**src/mac_pkg.sv**
```systemverilog
// Constants, field layouts and carrier types for the 16x16 multiply accumulator.
// Assumes a single pclk domain and an APB register window decoded on 12 address bits.
package mac_pkg;

    // ------------------------------------------------------------------
    // Datapath widths and field positions
    // ------------------------------------------------------------------
    localparam int OPW       = 16;
    localparam int RESW      = 35;
    localparam int EXTW      = 3;
    localparam int EXT_LSB   = 32;
    localparam int UPPER_LSB = 16;
    localparam int LOWER_LSB = 0;

    // Rounding adds a one at product bit 15
    localparam logic [34:0] ROUND_ADD = 35'h000008000;

    // ------------------------------------------------------------------
    // Values after reset
    // ------------------------------------------------------------------
    localparam logic [34:0] RESULT_RESET  = 35'h000000000;
    localparam logic [15:0] OPERAND_RESET = 16'h0000;
    localparam logic        FREEZE_RESET  = 1'b0;

    // ------------------------------------------------------------------
    // APB register map (byte addresses)
    // ------------------------------------------------------------------
    localparam int          AW            = 12;
    localparam logic [11:0] OFS_CTRL      = 12'h000;
    localparam logic [11:0] OFS_RESULT_LO = 12'h004;
    localparam logic [11:0] OFS_RESULT_HI = 12'h008;
    localparam logic [11:0] OFS_OPERANDS  = 12'h00c;
    localparam logic [11:0] OFS_STATUS    = 12'h010;
    localparam int          CTRL_FREEZE_BIT = 0;

    // ------------------------------------------------------------------
    // Carrier types
    // ------------------------------------------------------------------
    typedef struct packed {
        logic subtract_select;
        logic accumulate_select;
        logic round_select;
        logic signed_select;
    } op_ctrl_t;

    typedef struct packed {
        logic extended_field_enable;
        logic upper_field_enable;
        logic lower_field_enable;
    } field_en_t;

    typedef struct packed {
        logic [2:0]  extended_field;
        logic [15:0] upper_field;
        logic [15:0] lower_field;
    } result_port_t;

endpackage

```
**src/multiply_accumulator_16x16.sv**
```systemverilog
// 16x16 multiplier with a 35-bit accumulator/output register and three-state result ports.
// Assumes operand and result clocks arrive as pins synchronous to pclk; an APB master
// sits on the register side and the wire resolution of the ports is done outside.
//
// The implementer's own choices: register access over APB and the register offsets.
`timescale 1ns/100ps
`default_nettype none

module multiply_accumulator_16x16 (
    input  wire logic                 pclk,
    input  wire logic                 presetn,
    input  wire logic [11:0]          paddr,
    input  wire logic                 psel,
    input  wire logic                 penable,
    input  wire logic                 pwrite,
    input  wire logic [31:0]          pwdata,
    output logic      [31:0]          prdata,
    output logic                      pready,
    output logic                      pslverr,
    input  wire logic                 x_operand_clock,
    input  wire logic                 y_operand_clock,
    input  wire logic                 result_clock,
    input  wire logic [15:0]          x_operand,
    input  wire mac_pkg::op_ctrl_t    op_ctrl,
    input  wire logic                 preload_select,
    input  wire mac_pkg::field_en_t   field_enable,
    input  wire mac_pkg::result_port_t port_in,
    output mac_pkg::result_port_t     port_out,
    output mac_pkg::field_en_t        port_oe
);

    // ------------------------------------------------------------------
    // Clock edge detection
    // ------------------------------------------------------------------
    logic xclk_q;
    logic yclk_q;
    logic rclk_q;
    logic x_rise;
    logic y_rise;
    logic r_rise;

    // Pins are synchronous, so the previous sample alone finds each rising edge
    always_ff @(posedge pclk or negedge presetn) begin
        if (!presetn) begin
            xclk_q <= 1'b0;
            yclk_q <= 1'b0;
            rclk_q <= 1'b0;
        end else begin
            xclk_q <= x_operand_clock;
            yclk_q <= y_operand_clock;
            rclk_q <= result_clock;
        end
    end

    assign x_rise = x_operand_clock & ~xclk_q;
    assign y_rise = y_operand_clock & ~yclk_q;
    assign r_rise = result_clock & ~rclk_q;

    // ------------------------------------------------------------------
    // Input registers
    // ------------------------------------------------------------------
    logic [15:0]       x_q;
    logic [15:0]       x_d;
    logic [15:0]       y_q;
    logic [15:0]       y_d;
    mac_pkg::op_ctrl_t ctrl_q;
    mac_pkg::op_ctrl_t ctrl_d;

    // Operands and controls hold until their own clock edge
    always_comb begin
        x_d    = x_q;
        y_d    = y_q;
        ctrl_d = ctrl_q;
        if (x_rise) begin
            x_d = x_operand;
        end
        if (y_rise) begin
            y_d = port_in.lower_field;
        end
        if (x_rise | y_rise) begin
            ctrl_d = op_ctrl;
        end
    end

    always_ff @(posedge pclk or negedge presetn) begin
        if (!presetn) begin
            x_q    <= mac_pkg::OPERAND_RESET;
            y_q    <= mac_pkg::OPERAND_RESET;
            ctrl_q <= '0;
        end else begin
            x_q    <= x_d;
            y_q    <= y_d;
            ctrl_q <= ctrl_d;
        end
    end

    // ------------------------------------------------------------------
    // Multiplier and rounding
    // ------------------------------------------------------------------
    logic signed [16:0] x_ext;
    logic signed [16:0] y_ext;
    logic signed [33:0] prod_wide;
    logic        [34:0] prod_ext;
    logic        [34:0] rounded;

    // A 17-bit signed multiply covers both modes: unsigned operands get a zero top bit
    always_comb begin
        x_ext     = $signed({ctrl_q.signed_select & x_q[15], x_q});
        y_ext     = $signed({ctrl_q.signed_select & y_q[15], y_q});
        prod_wide = x_ext * y_ext;
        prod_ext  = {prod_wide[33], prod_wide};
        rounded   = prod_ext;
        if (ctrl_q.round_select) begin
            rounded = prod_ext + mac_pkg::ROUND_ADD;
        end
    end

    // ------------------------------------------------------------------
    // Accumulator / output register
    // ------------------------------------------------------------------
    logic [34:0] result_q;
    logic [34:0] result_d;
    logic        freeze_q;
    logic        freeze_d;
    logic        result_load;
    logic [34:0] pin_word;

    // Software freeze lets a debugger inspect a stable result while pins keep toggling
    assign result_load = r_rise & ~freeze_q;
    assign pin_word    = port_in;

    always_comb begin
        result_d = result_q;
        if (result_load) begin
            if (preload_select) begin
                // Arithmetic controls play no part here
                if (field_enable.extended_field_enable) begin
                    result_d[34:32] = pin_word[34:32];
                end
                if (field_enable.upper_field_enable) begin
                    result_d[31:16] = pin_word[31:16];
                end
                if (field_enable.lower_field_enable) begin
                    result_d[15:0] = pin_word[15:0];
                end
            end else if (!ctrl_q.accumulate_select) begin
                result_d = rounded;
            end else if (ctrl_q.subtract_select) begin
                result_d = rounded - result_q;
            end else begin
                result_d = rounded + result_q;
            end
        end
    end

    always_ff @(posedge pclk or negedge presetn) begin
        if (!presetn) begin
            result_q <= mac_pkg::RESULT_RESET;
        end else begin
            result_q <= result_d;
        end
    end

    // ------------------------------------------------------------------
    // Result ports
    // ------------------------------------------------------------------
    // Data comes straight from the register; only the enables are decoded
    assign port_out = result_q;
    assign port_oe.extended_field_enable = ~preload_select
                                         & ~field_enable.extended_field_enable;
    assign port_oe.upper_field_enable    = ~preload_select
                                         & ~field_enable.upper_field_enable;
    assign port_oe.lower_field_enable    = ~preload_select
                                         & ~field_enable.lower_field_enable;

    // ------------------------------------------------------------------
    // APB slave
    // ------------------------------------------------------------------
    logic [31:0] prdata_q;
    logic [31:0] prdata_d;
    logic        mapped;
    logic [31:0] rd_word;

    // Decode and read mux; read-only registers ignore writes without error
    always_comb begin
        mapped  = 1'b1;
        rd_word = 32'h00000000;
        unique case (paddr)
            mac_pkg::OFS_CTRL:      rd_word = {31'h00000000, freeze_q};
            mac_pkg::OFS_RESULT_LO: rd_word = result_q[31:0];
            mac_pkg::OFS_RESULT_HI: rd_word = {29'h00000000, result_q[34:32]};
            mac_pkg::OFS_OPERANDS:  rd_word = {y_q, x_q};
            mac_pkg::OFS_STATUS:    rd_word = {27'h0000000, preload_select, ctrl_q};
            default:                mapped  = 1'b0;
        endcase
    end

    // Read data is latched in the setup cycle so it leaves a flip-flop in the access cycle
    always_comb begin
        prdata_d = prdata_q;
        freeze_d = freeze_q;
        if (psel & ~penable) begin
            prdata_d = pwrite ? 32'h00000000 : rd_word;
        end
        if (psel & penable & pwrite & (paddr == mac_pkg::OFS_CTRL)) begin
            freeze_d = pwdata[mac_pkg::CTRL_FREEZE_BIT];
        end
    end

    always_ff @(posedge pclk or negedge presetn) begin
        if (!presetn) begin
            prdata_q <= 32'h00000000;
            freeze_q <= mac_pkg::FREEZE_RESET;
        end else begin
            prdata_q <= prdata_d;
            freeze_q <= freeze_d;
        end
    end

    assign prdata  = prdata_q;
    assign pready  = 1'b1;
    assign pslverr = psel & penable & ~mapped;
endmodule

`default_nettype wire

```
**config.mk**
```make
export PLATFORM = sky130hd
export DESIGN_NAME = multiply_accumulator_16x16
export DESIGN_NICKNAME = d
export VERILOG_FILES = /design/src/mac_pkg.sv /design/src/multiply_accumulator_16x16.sv
export SDC_FILE = /design/constraint.sdc
export NUM_CORES = 1
export LEC_CHECK = 0
export ABC_CLOCK_PERIOD_IN_PS = 17900
export BUFFER_PORTS_ARGS = -buffer_cell sky130_fd_sc_hd__clkbuf_2
export CAP_MARGIN = 15
export CORE_ASPECT_RATIO = 0.9
export CORE_UTILIZATION = 43
export CTS_CLUSTER_SIZE = 28
export DETAILED_ROUTE_END_ITERATION = 10
export SLEW_MARGIN = 20
export SYNTH_ARGS = -nofsm -noshare
export SYNTH_HDL_FRONTEND = slang
export SYNTH_SLANG_ARGS = --single-unit
export TNS_END_PERCENT = 50
```
**constraint.sdc**
```tcl
create_clock -name pclk -period 17.9 [get_ports pclk]
set_input_delay 1.79 -clock pclk [delete_from_list [all_inputs] [get_ports pclk]]
set_output_delay 1.79 -clock pclk [all_outputs]
set_load 0.005 [all_outputs]
```
==> results.txt <==
The flow ran to the end, and the final reports show no timing, DRC or antenna violations. In the post-synthesis netlist, the biggest area contributors are sky130_fd_sc_hd__fa_1 31%, sky130_fd_sc_hd__dfrtp_1 14%, sky130_fd_sc_hd__ha_1 7.9%, sky130_fd_sc_hd__inv_1 6.5%, sky130_fd_sc_hd__nand2_1 5.3%. The synthesized netlist cell count is between 2000 and 2500.

Counting instances in the post-synthesis netlist gives the leading cell types as 330 x sky130_fd_sc_hd__inv_1, 297 x sky130_fd_sc_hd__fa_1, 270 x sky130_fd_sc_hd__nand2_1. In this run the core area contains a little over 70 standard-cell rows. In this run the tool buffered the top-level ports with 150 buffer cells.

The sequential area share after synthesis came out at ~14%. The signed area change from the synthesized netlist to the final layout is 8.30%. The total wirelength of the detailed-routed design is between 50 and 60 mm. Setup repair after global routing left no endpoint under its margin. The H-tree was split into 3 levels.

The total clock sinks is 107. TritonCTS built the clock tree. Once the floorplan was initialized, standard cells occupied between 40% and 50% of the core. The maximum achievable frequency came out at 0.0959 GHz. In this run, CTS created clock tree buffers numbering 9. The wire length per cell after detailed routing is ~20 microns. The share of the cycle needed by the critical path after routing is 58.3%. The peak per-stage delay on the critical path came out at 970 ps.

In this run the critical register-to-register path is launched from x_q[10]. The launching element of the worst setup path is x_q[10]. The maximum count of clock buffers along a single path came out at 2. The register bit count reported by yosys came out at 107. Global routing consumed, over all layers together, 25.9% of the routing resources. The number of vias in the routed layout is around 16000.

The share of post-route cells with drive strength above 1 came out at 12.1%. By instance count, the leading cell after synthesis is sky130_fd_sc_hd__inv_1. For the worst flop-to-flop path, the logic depth is 33. The cell total after placement is around 2800.

The top cell type's share of synthesized area came out at around 31%. The die extent in x came out at roughly 220 microns. After synthesis, the share of flip-flops with an asynchronous set or reset is 100%. The worst register-to-register path ends at port_out[32]. Summed over all instances, the cell type with the most area after synthesis is sky130_fd_sc_hd__fa_1.

The standard cell core area is 43300 sq um. The area occupied by registers came out at about 2700 sq um. The biggest fanout along the worst timing path is 19. The max-slew violation total from the final report is 0. The critical path data arrival time came out at around 11000 ps. The largest net degree at the start of global routing is between 60 and 70. The worst setup slack after layout came out at between 7000 and 8000 ps. For flop-to-flop paths, the worst setup slack is 7470 ps. The net count of the mapped netlist came out at 2713. The root buffer cell chosen for the clock tree is sky130_fd_sc_hd__clkbuf_16. The most critical setup path has its endpoint at port_out[32]. The total DRC errors in the routed layout came out at 0. The via count of the first global-routing pass is roughly 16000. At the end of routability-driven placement, the weighted congestion stood at ~0.95.

The logic depth of the worst setup path including buffers is 33. On the final layout, the worst clock skew is just over 10 ps. The iteration-0 DRC count of the detailed router came out at around 1200.

STA classifies the critical path startpoint as a flip-flop. For the pin with the worst max-slew slack, the measured transition is between 1000 and 1500 ps. The kind of cell with the highest combined delay on the critical path is adder cells. The number of warning messages in the yosys log came out at 0. Gates resized during post-CTS repair numbered 0. In this run the cell area of the synthesized design comes to 19100 sq um. After the flow finishes, the layout carries non-filler instances totaling about 2900. The detailed-route vias per instance is about 5.5.

The number of hold buffers added after CTS was 0. Before CTS, the worst setup slack after placement is ~7600 ps. The routed design could run at a clock period as short as ~10000 ps. The number of max-cap violations came out at 0. The clock edge transition at the registers on the reported setup and hold paths is about 80 ps. The layout has between 4000 and 5000 filler cells.

The number of detailed-route iterations in the first pass is 5. The cell with the largest stage delay on the worst path is sky130_fd_sc_hd__dfrtp_1. The latest clock arrival within the worst-skew pair is 380 ps.

The required time reported for the critical path endpoint is around 18000 ps. In this run the most critical hold path is launched from prdata[19]. The multi-input combinational cell area is about 15000 sq um.

In this run, synthesis inferred 0 flip-flops with an integrated enable. The half-perimeter wire length after placement is about 44 mm. The final hold violation count came to 0. The remaining max-slew budget at the tightest pin is between 30% and 40%. The number of nets in the final layout is approximately 2800. Setup violations remaining at the end of the flow were counted as 0. The worst hold margin came out at slightly below 500 ps. The worst setup path is of the flip-flop to flip-flop kind. The top-level I/O count is between 150 and 200. The tightest min-delay check is of the flip-flop to flip-flop type. The most used flip-flop cell after synthesis is sky130_fd_sc_hd__dfrtp_1. Counting both buffers and inverters, the worst setup path holds a total of 3. The total negative setup slack came out at 0 ps. The number of antenna violations at the first check in global routing is 3. The number of buffers inserted by post-CTS setup repair came out at 0. The residual antenna-violating net count after detailed routing came out at 0. The total overflow left after global routing is 0. Each instance of the synthesized netlist takes up on average around 9 sq um.

The most prevalent standard cell on the critical path is sky130_fd_sc_hd__fa_1. The number of distinct standard cells referenced by the synthesized netlist came out at 80. The nature of the critical path endpoint is a flip-flop. The first global-routing pass estimated ~91 mm of wire. The area of the die is ~45000 sq um.

The die boundary height is between 200 and 250 microns.
-- through the flow --
step	utilization, %	cell area (sq um)
6_report	47.7	20700
3_3_place_gp	47.0	20300
5_1_grt	47.7	20700
4_1_cts	47.7	20700
3_5_place_dp	47.0	20300
2_1_floorplan	-	19100
-- final cells by class --
| class | instances | share of cell area [%] |
|---|---|---|
| diodes | 3 | 0.0363 |
| clock buffers | 9 | 1.09 |
| clock inverters | 7 | 0.460 |
| inverters | 330 | 5.99 |
| multi-input cells | 1624 | 71.1 |
| flip-flops and latches | 107 | 13.0 |
| well taps | 592 | 3.58 |
| repair buffers | 180 | 4.73 |
-- worst reg2reg max path: cells and delay by family, from the launching register on --
kind	cells	cell delay [ps]
adders and majority gates	9	4230
AOI/OAI and AO/OA	11	2690
and+or+nand+nor	7	1590
DFF	1	970
xor gates and xnor gates	3	720
buffers and inverters	3	170
-- sequential cells by signal, indices dropped and copies added, names as in the netlist --
signal,count
prdata,32
xclk_q,1
ctrl_q,4
freeze_q,1
x_q,16
y_q,16
rclk_q,1
port_out,35
yclk_q,1
-- per-layer routing --
layer / global-route usage, % / wire length (microns) / vias up
met5: 0 / 12 / -
met4: 6.14 / 1340 / 2
met3: 3.92 / 3470 / 72
met2: 41.0 / 26100 / 517
met1: 37.1 / 25200 / 7993
li1: - / - / 7161
-- how the worst min path moves through the flow --
stage	endpoint	cells after the start	slack, ps
final	prdata[19]	2	490
after floorplan	prdata[0]	2	470
after CTS	prdata[20]	2	490
after global placement	prdata[17]	2	470
after global routing	prdata[19]	2	510
after detailed placement	prdata[20]	2	470
-- cell usage in the layout (no fill, tap or decap), types with 18 or more instances in the layout --
master	Yosys	layout
sky130_fd_sc_hd__a21o_1	26	26
sky130_fd_sc_hd__a21oi_1	96	96
sky130_fd_sc_hd__a22oi_1	29	29
sky130_fd_sc_hd__and2_1	130	130
sky130_fd_sc_hd__buf_4	2	31
sky130_fd_sc_hd__clkbuf_2	0	149
sky130_fd_sc_hd__dfrtp_1	107	106
sky130_fd_sc_hd__fa_1	297	297
sky130_fd_sc_hd__ha_1	121	121
sky130_fd_sc_hd__inv_1	330	330
sky130_fd_sc_hd__mux2_2	42	42
sky130_fd_sc_hd__nand2_1	270	270
sky130_fd_sc_hd__nand3_1	18	18
sky130_fd_sc_hd__nor2_1	111	111
sky130_fd_sc_hd__nor3_1	24	24
sky130_fd_sc_hd__o21ai_0	108	107
sky130_fd_sc_hd__xnor2_1	79	79
sky130_fd_sc_hd__xor2_1	29	29
-- cell families after synthesis --
logic type	Yosys count	synth area share, %
and+or+nand+nor	658	16.6
muxes	57	3.26
other	1	0.0196
buffers and inverters	453	8.98
xor gates and xnor gates	109	5.04
AOI/OAI and AO/OA	381	13.0
DFF	107	14.0
adders and majority gates	418	39.1
Power is not shown: default switching activity piles up to over one toggle a cycle in this logic, so the estimate is an artifact.
